File: src/verilog/nco_out_pkg.sv
`default_nettype none
package nco_out_pkg;
  localparam int unsigned ACC_WIDTH_DEF = 20;
  localparam int unsigned PWS_WIDTH     = 3;
  localparam int unsigned CLK_HZ        = 20_000_000;

  // software-side controls of the oscillator
  typedef struct packed {
    logic                 module_enable_bit;
    logic                 pulse_freq_mode_select;
    logic                 output_polarity_bit;
    logic [PWS_WIDTH-1:0] pulse_width_select;
  } osc_ctrl_t;

  // interrupt enables along the request path
  typedef struct packed {
    logic overflow_irq_enable;
    logic peripheral_irq_enable;
    logic global_irq_enable;
  } irq_enables_t;

  // copies of the final output for each consumer
  typedef struct packed {
    logic logic_cell;
    logic waveform_generator;
    logic timer_one;
    logic timer_two;
    logic reference_clock_out;
  } consumer_taps_t;

  typedef enum logic {
    fixed_duty_mode,
    pulse_frequency_mode
  } out_mode_t;

  localparam logic [PWS_WIDTH-1:0] PWS_ZERO = 3'h0;
  localparam logic                 LEVEL_LO = 1'b0;
endpackage : nco_out_pkg
`default_nettype wire

File: src/verilog/nco_output_stage.sv
`default_nettype none
// What this block does
// - fdc mode toggles output each overflow
// - fdc chosen when mode select clear
// - pf mode outputs pulse, then inactive
// - output pulse starts two clock edges after accumulator_wrap
// - pf chosen when mode select set
// - width select sets pulse length
// - too-wide pulse means no new toggle
// - polarity bit is final output stage
// - polarity change raises interrupt when enabled
// - output fans out to five consumers
// - overflow sets interrupt flag
// - request needs all four enables
// - reset clears all registers to zero
// - runs in sleep on own clock
// - keep fast oscillator on in sleep
module nco_output_stage
  import nco_out_pkg::*;
#(
  parameter int unsigned ACC_WIDTH = ACC_WIDTH_DEF
) (
  // clock and reset
  input  wire logic                   clk_sys,
  input  wire logic                   rst_n,
  // configuration
  input  wire nco_out_pkg::osc_ctrl_t ctrl,
  input  wire logic [ACC_WIDTH-1:0]   increment,
  input  wire nco_out_pkg::irq_enables_t irq_en,
  input  wire logic                   fast_osc_selected,
  input  wire logic                   sleep_req,
  // software clear of the overflow flag
  input  wire logic                   flag_clear,
  // status
  output logic [ACC_WIDTH-1:0]        accumulator,
  output logic                        accumulator_wrap,
  output logic                        overflow_irq_flag,
  output logic                        irq_request,
  output logic                        keep_fast_osc_on,
  // outputs
  output logic                        synth_output,
  output nco_out_pkg::consumer_taps_t taps
);
  out_mode_t           mode;
  logic [ACC_WIDTH:0]  next_sum;
  logic                toggle_state;
  logic                pulse_state;
  logic                raw_level;
  logic                next_out;
  logic                pol_q;
  logic                pol_event;

  initial begin
    if (ACC_WIDTH < 2 || ACC_WIDTH > 32) $error("nco_output_stage: ACC_WIDTH out of range");
  end

  assign mode     = ctrl.pulse_freq_mode_select ? pulse_frequency_mode : fixed_duty_mode;
  assign next_sum = {1'b0, accumulator} + {1'b0, increment};

  // accumulate and flag carry-out; clk_sys is the module's own clock, so sleep of the cpu does not stop it
  // independent clocking
  always_ff @(posedge clk_sys) begin
    if (!rst_n || !ctrl.module_enable_bit) begin
      accumulator      <= '0;
      accumulator_wrap <= LEVEL_LO;
    end else begin
      accumulator      <= next_sum[ACC_WIDTH-1:0];
      accumulator_wrap <= next_sum[ACC_WIDTH];
    end
  end

  always_ff @(posedge clk_sys) begin
    if (!rst_n || !ctrl.module_enable_bit) begin
      toggle_state <= LEVEL_LO;
    end else if (mode == fixed_duty_mode && accumulator_wrap) begin
      toggle_state <= ~toggle_state;
    end
  end

  pulse_shaper #(
    .PW_BITS (PWS_WIDTH)
  ) u_pulse (
    .clk_sys     (clk_sys),
    .rst_n       (rst_n),
    .active_mode (ctrl.module_enable_bit && mode == pulse_frequency_mode),
    .width_sel   (ctrl.pulse_width_select),
    .trigger     (accumulator_wrap),
    .pulse       (pulse_state)
  );

  always_comb begin
    case (mode)
      fixed_duty_mode:      raw_level = toggle_state;
      pulse_frequency_mode: raw_level = pulse_state;
      default:              raw_level = LEVEL_LO;
    endcase
  end

  assign next_out = raw_level ^ ctrl.output_polarity_bit;

  always_ff @(posedge clk_sys) begin
    if (!rst_n) begin
      synth_output <= LEVEL_LO;
      taps         <= '0;
    end else begin
      synth_output <= next_out;
      taps         <= {5{next_out}};
    end
  end

  always_ff @(posedge clk_sys) begin
    if (!rst_n) begin
      pol_q <= LEVEL_LO;
    end else begin
      pol_q <= ctrl.output_polarity_bit;
    end
  end
  assign pol_event = (pol_q != ctrl.output_polarity_bit) && irq_en.overflow_irq_enable
                     && ctrl.module_enable_bit;

  // set wins over a clear in the same cycle
  // flag set
  always_ff @(posedge clk_sys) begin
    if (!rst_n) begin
      overflow_irq_flag <= LEVEL_LO;
    end else if (accumulator_wrap || pol_event) begin
      overflow_irq_flag <= 1'b1;
    end else if (flag_clear) begin
      overflow_irq_flag <= LEVEL_LO;
    end
  end

  always_ff @(posedge clk_sys) begin
    if (!rst_n) begin
      irq_request <= LEVEL_LO;
    end else begin
      irq_request <= overflow_irq_flag && ctrl.module_enable_bit && irq_en.overflow_irq_enable
                     && irq_en.peripheral_irq_enable && irq_en.global_irq_enable;
    end
  end

  always_ff @(posedge clk_sys) begin
    if (!rst_n) begin
      keep_fast_osc_on <= LEVEL_LO;
    end else begin
      keep_fast_osc_on <= sleep_req && ctrl.module_enable_bit && fast_osc_selected;
    end
  end
endmodule : nco_output_stage
`default_nettype wire

File: src/verilog/pulse_shaper.sv
`default_nettype none
module pulse_shaper
  import nco_out_pkg::*;
#(
  parameter int unsigned PW_BITS = PWS_WIDTH
) (
  // clock and reset
  input  wire logic               clk_sys,
  input  wire logic               rst_n,
  // control
  input  wire logic               active_mode,
  input  wire logic [PW_BITS-1:0] width_sel,
  input  wire logic               trigger,
  // state
  output logic                    pulse
);
  // pulse lasts 2**width_sel module clock periods
  localparam int unsigned CNT_BITS = (1 << PW_BITS) + 1;

  logic [CNT_BITS-1:0] remain;
  logic [CNT_BITS-1:0] width_cycles;

  initial begin
    if (PW_BITS < 1 || PW_BITS > 4) $error("pulse_shaper: PW_BITS out of range");
  end

  assign width_cycles = CNT_BITS'(1) << width_sel;

  always_ff @(posedge clk_sys) begin
    if (!rst_n || !active_mode) begin
      remain <= '0;
      pulse  <= LEVEL_LO;
    end else if (trigger && remain == '0) begin
      // a trigger during a running pulse is ignored: no toggle
      remain <= width_cycles - CNT_BITS'(1);
      pulse  <= 1'b1;
    end else if (remain != '0) begin
      remain <= remain - CNT_BITS'(1);
    end else begin
      pulse <= LEVEL_LO;
    end
  end
endmodule : pulse_shaper
`default_nettype wire

File: config.mk
export PLATFORM = sky130hd
export DESIGN_NAME = nco_output_stage
export DESIGN_NICKNAME = d
export VERILOG_FILES = /design/src/verilog/nco_out_pkg.sv /design/src/verilog/nco_output_stage.sv /design/src/verilog/pulse_shaper.sv
export SDC_FILE = /design/constraint.sdc
export NUM_CORES = 1
export LEC_CHECK = 0
export ABC_AREA = 1
export BUFFER_PORTS_ARGS = -buffer_cell sky130_fd_sc_hd__buf_4
export CAP_MARGIN = 20
export CORE_ASPECT_RATIO = 1.25
export CORE_UTILIZATION = 30
export DETAILED_ROUTE_END_ITERATION = 6
export RECOVER_POWER = 25
export SYNTH_ARGS = -nofsm -noshare
export SYNTH_HDL_FRONTEND = slang
export SYNTH_HIERARCHICAL = 1
export SYNTH_SLANG_ARGS = --single-unit
File: constraint.sdc
create_clock -name clk_sys -period 2 [get_ports clk_sys]
set_clock_uncertainty 0.05 [all_clocks]
set_input_delay 0.1 -clock clk_sys [delete_from_list [all_inputs] [get_ports clk_sys]]
set_output_delay 0.1 -clock clk_sys [all_outputs]
set_load 0.01 [all_outputs]
# Yosys cells after proc, flatten, opt, wreduce, memory -nomap -nowiden
# Index checks and enable logic that the tools add are counted.
# word_totals
elab_cells	48
inputBits	34
out_inout_bits	30
register_bits	37
# op_classes
n_eq_ne	2
n_mux	8
addsub	3
n_shift	1
bitwise_logic	3
reduce_logical	21
# op_table
cell	n
adder 20 x 20 -> 21 bit	1
two-way mux 9 bit	2
subtractor 9 x 1 -> 9 bit (second input constant)	2
logical AND 1 bit	11
logical NOT 9 bit	1
nonzero test 9 bit	1
left shift 1 x 3 -> 9 bit (first input constant)	1
two-way mux 1 bit	5
nonzero test 2 bit	2
logical NOT 1 bit	3
logical OR 1 bit	3
!= test 2 x 1 -> 1 bit (second input constant)	1
NOT 1 bit	2
one-hot mux 1 bit (2 select lines)	1
!= test 1 bit	1
bitwise XOR 1 bit	1

# Longest topological paths before layout
# Gate-level depths: netlist of run 1.
# logic_depth
depth_word	5
mapped_depth	13
ltp_nobuf	13

# Modules after synthesis
# Netlist of run 1, hierarchy kept.
# by_module_without_submodules
module	cells_each	area_each_um2	seq_area_each_um2	instances
nco_output_stage	311	2025.7	540.5	1
pulse_shaper	111	691.9	200.2	1

# Worst setup path after synthesis of run 1
# OpenSTA, ideal clock, no wires.
# synth_path
kind	reg2reg
from	reg accumulator[0]
to	reg accumulator_wrap
required_time_ns	1.841
synth_period_minus_slack_ns	1.698
setup_slack_ns	0.302
path_buffers	0
setup_ns	0.109
t_arrival_ns	1.540
path_stages_with_launch	11
path_cell_list	dfxtp_1 ha_1 fa_1 nand3_1 nand3_1 nand3_1 nand3_1 nand2_1 nand2_1 nand2_1 inv_1
# synth_between
elab_chain_cells	1
# synth_rtl
item	line	rtl
start: declaration	nco_output_stage.sv:35	output logic [ACC_WIDTH-1:0] accumulator,
start signal: assignment	nco_output_stage.sv:67	accumulator <= next_sum[ACC_WIDTH-1:0];
adder 20 x 20 -> 21 bit	nco_output_stage.sv:58	assign next_sum = {1'b0, accumulator} + {1'b0, increment};
end signal: assignment	nco_output_stage.sv:68	accumulator_wrap <= next_sum[ACC_WIDTH];
end: declaration	nco_output_stage.sv:36	output logic accumulator_wrap,
# No other way between the ends.
# A chain may end at the register's enable or synchronous reset.

# Final worst setup path of run 1
# layout_path
from	reg u_pulse.remain[8]
to	reg u_pulse.remain[4]
# layout_between
elab_chain_cells	3
word_cells_on_any_way	5
cone_classes	mux (1); reduce/logical (4)
# layout_rtl
item	line	rtl
start: declaration	pulse_shaper.sv:20	logic [CNT_BITS-1:0] remain;
start signal: assignment	pulse_shaper.sv:35	remain <= width_cycles - CNT_BITS'(1);
start signal: assignment	pulse_shaper.sv:38	remain <= remain - CNT_BITS'(1);
logical NOT 9 bit	pulse_shaper.sv:33	end else if (trigger && remain == '0) begin
logical AND 1 bit	pulse_shaper.sv:33	
two-way mux 9 bit / nonzero test 2 bit (equally long branches)	-	
# Several ways; a longest one is shown, not always the timed one.

==> results.toml, run 1 <==
[synthesis]
yosys-top-cells-count = "nand2_1 (106), inv_1 (59), nor2_1 (49), a21oi_1 (37), dfxtp_1 (37)"
netlist_instances = 422
avgSynthCellArea_um2 = 6.44
yosysMostFrequentCell = "nand2_1"
synth_seq_cells = 37
syn_area_um2 = 2720
syn_nets = 478
synth_cell_types = 33
synth_ff_type = "dfxtp_1"
ys_warn_count = 6
async_flop_share = 0
synth_edf_count = 0
synth-seq-area-share = 0.273
synth_top_area_cell = "dfxtp_1"
yosysTopAreaCellShare = 0.273
synth_area_leaders = "dfxtp_1 (27%), nand2_1 (15%), ha_1 (9.7%)"

[sta]
rsz0062_at_grt = "false"
hold_viol_final = 0
tightest_slew_ns = 0.561
fmax_mhz = 556
fin_tns_setup_ns = 0
finalMaxSlewViolations = 0
period_needed_ns = 1.80
fin_crit_sh = 0.899
setup_viol = 0
timing.max_slew.rel_slack = 0.626

[clocking]
clock_path_buffers = 2
insertion_delay_ns = 0.29
cts_made_buffers = 5
cts_tree = "built"
cts_sinks = 37
root_buffer = "clkbuf_8"
htreeDepth = 2
clkTransAtPathRegs_ns = 0.08

[critical_path]
crit_fanout = 5
ff2ff_setup_slack_ns = 0.20
rr_startpoint = "u_pulse/remain[8]$_SDFFE_PP0P_"
reg2regPathDepth = 9
r2r_end = "u_pulse/remain[4]$_SDFFE_PP0P_"
arrival_ns = 1.93
cp-end-kind = "flip-flop"
critPathLaunchType = "flip-flop"
critPathKind = "reg2reg"
cp.required_ns = 2.13

[floorplan]
core_um2 = 8750
dieHeight_um = 108
io_pins = 64
dieArea_um2 = 9450
start_util = 0.311
rows = 38
die_width_um = 87.1

[placed_design]
numPortBuffers = 63
place_area_um2 = 3310
gp_congestion = 0.898
dpl.hpwl_um = 5510

[global_routing]
grt_pass1_wl_um = 11300
grt_max_degree = 19
antenna_found_initial = 0
gr-total-overflow = 0
grt.total_usage = 0.150
grt_pass1_vias = 2570

[min_path]
worstHoldPathCells = 3
hp-class = "in2reg"
min_to = "irq_request$_SDFF_PN0_"
hp-start = "irq_en[1]"

[detailed_routing]
finalWirelength_um = 6790
dr.pass1.iters = 5
drc = 0
vias_per_cell = 4.60
num_vias = 2823
dr.first_iter.drc_count = 88
wire_per_inst_um = 11.1
ant_nets = 0

[pwr]
p_per_area_nw_per_um2 = 697
leakagePower_nw = 1.80
peakVddDrop_v = 0.000321
total_power_w = 0.00239

[run]
maxCapViolCount = 0

[layout]
synthToLayoutAreaGrowth_pct = 26.4
final_nets = 549
diodes = 0
design_area_um2 = 3440
drive_gt1_frac = 0.200

[outcome]
run_status = "finished clean"
## worst max-delay path, cell delays in order (launching register included)
cell	delay, ns
dfxtp_1	0.35
nor3_4	0.32
nand3_2	0.17
nand2_1	0.10
nand2_2	0.06
ha_1	0.21
nand3_1	0.15
inv_2	0.08
a21oi_1	0.14
a21oi_1	0.07
## sequential cells by signal, indices dropped and copies added, names as in the netlist
register	flops
irq_request	1
overflow_irq_flag	1
taps	1
u_pulse/pulse	1
accumulator	20
toggle_state	1
accumulator_wrap	1
keep_fast_osc_on	1
pol_q	1
u_pulse/remain	9
## worst max path at each step
stage,startpoint,end,slack (ns)
global route,u_pulse/remain[8]$_SDFFE_PP0P_,u_pulse/remain[8]$_SDFFE_PP0P_,0.03
CTS,accumulator[0]$_SDFF_PP0_,accumulator_wrap$_SDFF_PP0_,0.15
detailed placement,accumulator[0]$_SDFF_PP0_,accumulator_wrap$_SDFF_PP0_,0.17
global placement,accumulator[0]$_SDFF_PP0_,accumulator_wrap$_SDFF_PP0_,0.24
floorplan,accumulator[0]$_SDFF_PP0_,accumulator_wrap$_SDFF_PP0_,0.30
finish,u_pulse/remain[8]$_SDFFE_PP0P_,u_pulse/remain[4]$_SDFFE_PP0P_,0.20
## per-layer routing
metal  part of all wire  GRT usage
met4              0.016     0.0550
met1               0.45      0.176
met5                  0          0
met3              0.037     0.0252
met2               0.49      0.272
## timing repair
action,in CTS,in global routing
setup endpoints to repair,0,2
hold endpoints to repair,3,0
buffers inserted,0,1
hold buffers,5,0
gates resized for setup,0,1
## power by group
part	total, W	internal, W	switching [W]
sequential	0.000824	0.000790	0.0000340
clock	0.000701	0.000406	0.000295
combinational	0.000869	0.000339	0.000530
## cells by family after synthesis
family          count (synthesis)  share of synthesized area
mux                             1                    0.00368
simple gates                  227                      0.386
compound gates                 61                      0.121
flops                          37                      0.273
buf+inv                        73                      0.110
xor+xnor                        1                    0.00322
fa+ha+maj                      22                      0.104
## metrics by stage
stage	utilization	hold slack, ns	setup slack, ns	cells
6_report	0.393	0.0235	0.201	614
5_1_grt	0.393	0.0264	0.0322	614
4_1_cts	0.397	0.00889	0.152	613
3_5_place_dp	0.378	0.276	0.169	600
3_3_place_gp	0.378	0.262	0.236	600
2_1_floorplan	-	0.143	0.302	422
## layout make-up
type | count | area (um2)
multi-input combinational | 312 | 1680
fill | 1012 | 5310
inverter | 66 | 248
clock inverter | 2 | 37.5
clock buffer | 6 | 82.6
timing repair buffer | 71 | 493
tap | 120 | 150
sequential | 37 | 741
## cells in the final DEF, fill, tap and decap left out, types with 2 or more instances in the layout
cell type / instances
nor2_4: 2
inv_2: 6
nor2_1: 49
dlygate4sd3_1: 5
dfxtp_1: 37
nand3_2: 7
inv_1: 59
nor2_2: 6
nor3_1: 6
o21bai_1: 3
nand2_1: 106
ha_1: 21
nand2_2: 12
a21oi_1: 37
nand4_1: 10
clkbuf_1: 14
nand3_1: 23
and2_4: 2
buf_4: 52
o21ai_0: 15
clkbuf_8: 6
Power figures use the tool's default switching activity.
==> run 2, diff against run 1 <==
--- a/config.mk
+++ b/config.mk
@@ -5,7 +5,6 @@
 export SDC_FILE = /design/constraint.sdc
 export NUM_CORES = 1
 export LEC_CHECK = 0
-export ABC_AREA = 1
 export BUFFER_PORTS_ARGS = -buffer_cell sky130_fd_sc_hd__buf_4
 export CAP_MARGIN = 20
 export CORE_ASPECT_RATIO = 1.25
==> constraint.sdc (replaced) <==
create_clock -name clk_sys -period 1.9 [get_ports clk_sys]
set_clock_uncertainty 0.05 [all_clocks]
set_input_delay 0.095 -clock clk_sys [delete_from_list [all_inputs] [get_ports clk_sys]]
set_output_delay 0.095 -clock clk_sys [all_outputs]
set_load 0.01 [all_outputs]
==> run 2 against run 1 <==
Compared with the run above:
- clock power is 6.3% higher
- combinational power is 82% higher
- sequential power is 11% higher
- synthesized cell count is 32% lower
- the run now ends with negative setup slack left
- largest power group unchanged
- cell count is 17% lower
- sequential cell count stayed put
- core utilization is 11 points higher
- highest routed layer unchanged
- worst hold slack worse by 0.0099 ns
- via count is 9.1% lower
- largest cell class unchanged
==> results.toml, run 2 <==
[outcome]
run_status = "complete, but fails checks"
violations = "negative setup slack"

[global_routing]
grt_max_degree = 13
antenna_found_initial = 0
grt.total_usage = 0.167
grt_pass1_wl_um = 10900
gr-total-overflow = 0
grt_pass1_vias = 2432

[clocking]
cts_tree = "built"
insertion_delay_ns = 0.29
htreeDepth = 2
cts_made_buffers = 5
root_buffer = "clkbuf_8"
clkTransAtPathRegs_ns = 0.08
cts_sinks = 37
clock_path_buffers = 2

[layout]
reg.largest.list = "accumulator x20, u_pulse/remain x9"
multi_input_area_um2 = 1940
fin_cells = 507
drive_gt1_frac = 0.495
nFillCells = 761
regArea_um2 = 759
postLayoutCoreUtil = 0.505
largest-register = "accumulator"
diodes = 0
largest_reg_flops = 20
final_nets = 467
layout_common_cells = "buf_4 (117), nor2_1 (32), dfxtp_1 (24), nand2_1 (16), xnor2_1 (13)"
layout_commonest_cell = "buf_4"
synthToLayoutAreaGrowth_pct = 63.1

[critical_path]
cp-end-kind = "flip-flop"
ff2ff_setup_slack_ns = -0.22
r2r_end = "u_pulse/remain[6]$_SDFFE_PP0P_"
cp.required_ns = 2.03
arrival_ns = 2.25
critPathKind = "reg2reg"
crit_fanout = 3
critPathLaunchType = "flip-flop"
rr_startpoint = "u_pulse/remain[5]$_SDFFE_PP0P_"
reg2regPathDepth = 9

[sta]
timing.max_slew.rel_slack = 0.722
finalMaxSlewViolations = 0
hold_viol_final = 0
fin_crit_sh = 1.12
period_needed_ns = 2.12
fin_ws_ns = -0.219
fmax_mhz = 472
rsz0062_at_grt = "true"
setup_viol = 11
tightest_slew_ns = 0.414

[synthesis]
ys_warn_count = 6
synth_seq_cells = 37
async_flop_share = 0
avgSynthCellArea_um2 = 8.51
yosysMostFrequentCell = "dfxtp_1"
yosysTopAreaCellShare = 0.305
netlist_instances = 285
synth_cell_types = 52
yosys-top-cells-count = "dfxtp_1 (37), nor2_1 (34), ha_1 (21), nand2_1 (19), a21oi_1 (18)"
synth_area_leaders = "dfxtp_1 (31%), ha_1 (11%), nor2_1 (5.3%)"
synth-seq-area-share = 0.305
synth_ff_type = "dfxtp_1"
synth_edf_count = 0
syn_area_um2 = 2430
syn_nets = 341
synth_top_area_cell = "dfxtp_1"

[pwr]
p_per_area_nw_per_um2 = 819
peakVddDrop_v = 0.000482
leakagePower_nw = 1.74

[detailed_routing]
vias_per_cell = 5.06
wire_per_inst_um = 14.4
num_vias = 2567
dr.pass1.iters = 4
finalWirelength_um = 7280
drc = 0
ant_nets = 0
dr.first_iter.drc_count = 93

[placed_design]
gp_congestion = 0.890
numPortBuffers = 63
dpl.hpwl_um = 5250
placedCellCount = 487

[floorplan]
rows = 36
start_util = 0.310
dieHeight_um = 103
die_width_um = 82.4
core_um2 = 7840
dieArea_um2 = 8450
io_pins = 64

[min_path]
hp-start = "irq_en[0]"
min_to = "irq_request$_SDFF_PN0_"
hp-class = "in2reg"
worstHoldPathCells = 3

[run]
maxCapViolCount = 0
run 2: cell types whose count changed after synthesis, moves of 6 or more:
cell,previous run,this run
nor2_2,6,0
nand2_2,12,0
nand3_1,24,7
nand2_1,106,19
xnor2_1,1,13
nor2_1,49,34
a21oi_1,37,18
nand3_2,6,0
xor2_1,0,8
a31oi_1,0,8
a21o_1,0,7
inv_1,59,8
inv_2,6,0
run 2: kinds of logic (layout without fill, tap and decap cells):
group | after synthesis | after routing | share of synthesized area
and+or+nand+nor | 101 | 101 | 0.214
AOI/OAI and AO/OA | 79 | 79 | 0.223
DFF | 37 | 37 | 0.305
adders and majority gates | 22 | 22 | 0.117
buffers and inverters | 22 | 149 | 0.0526
xor gates and xnor gates | 21 | 21 | 0.0758
muxes | 3 | 3 | 0.0124
run 2: routing by layer:
layer	wire length [um]	share of wire	global-route usage
met3	325	0.045	0.0265
met2	3690	0.51	0.291
met5	0	0	0
met4	123	0.017	0.0526
met1	3140	0.43	0.208
run 2: worst max-delay path by stage:
stage                                         startpoint                             end  cells past startpoint  slack [ns]
after floorplan           u_pulse/remain[4]$_SDFFE_PP0P_  u_pulse/remain[8]$_SDFFE_PP0P_                     10       -0.18
after global placement         accumulator[0]$_SDFF_PP0_      accumulator[14]$_SDFF_PP0_                      8       -0.26
after detailed placement       accumulator[0]$_SDFF_PP0_      accumulator[18]$_SDFF_PP0_                      8       -0.31
after CTS                      accumulator[0]$_SDFF_PP0_      accumulator[18]$_SDFF_PP0_                      9       -0.18
after global routing      u_pulse/remain[5]$_SDFFE_PP0P_  u_pulse/remain[6]$_SDFFE_PP0P_                      9       -0.31
final                     u_pulse/remain[5]$_SDFFE_PP0P_  u_pulse/remain[6]$_SDFFE_PP0P_                      9       -0.22
run 2: worst max-delay path: stages, from the launching register on:
cell and delay [ns]:
dfxtp_4 0.38, nor4_4 0.06, and3_4 0.18, a31oi_4 0.18, ha_2 0.19, or3b_4 0.38, a31oi_4 0.21, o311ai_2 0.14
xnor2_1 0.18, nor2_1 0.05
run 2: layout make-up:
type                       instances  share of cell area
timing repair buffer             133               0.251
multi-input combinational        226               0.489
tap                               95              0.0300
sequential                        37               0.192
clock inverter                     2             0.00949
inverter                           8             0.00759
clock buffer                       6              0.0209
run 2: metrics by stage:
step	cell area, um2	total power (W)	setup slack, ns	TNS, ns	hold slack (ns)
finish	3960	0.00324	-0.219	-1.60	0.0135
global route	3960	0.00342	-0.309	-2.71	0.0176
floorplan	2510	0.00176	-0.183	-1.19	0.167
CTS	3700	0.00310	-0.183	-1.71	0.00760
detailed placement	3440	0.00224	-0.306	-2.05	0.294
global placement	3440	0.00223	-0.256	-1.67	0.291
run 2: where the power goes:
| part | internal (W) | switching (W) |
|---|---|---|
| logic | 0.000828 | 0.000751 |
| clock network | 0.000427 | 0.000318 |
| registers | 0.000854 | 0.0000627 |
| total | 0.00211 | 0.00113 |
run 2: what timing repair did:
action	CTS	global route
hold buffers	2	0
endpoints found under the hold margin	2	0
resized for setup	12	55
setup buffers	8	2
pin swaps	13	26
endpoints found under the setup margin	14	18
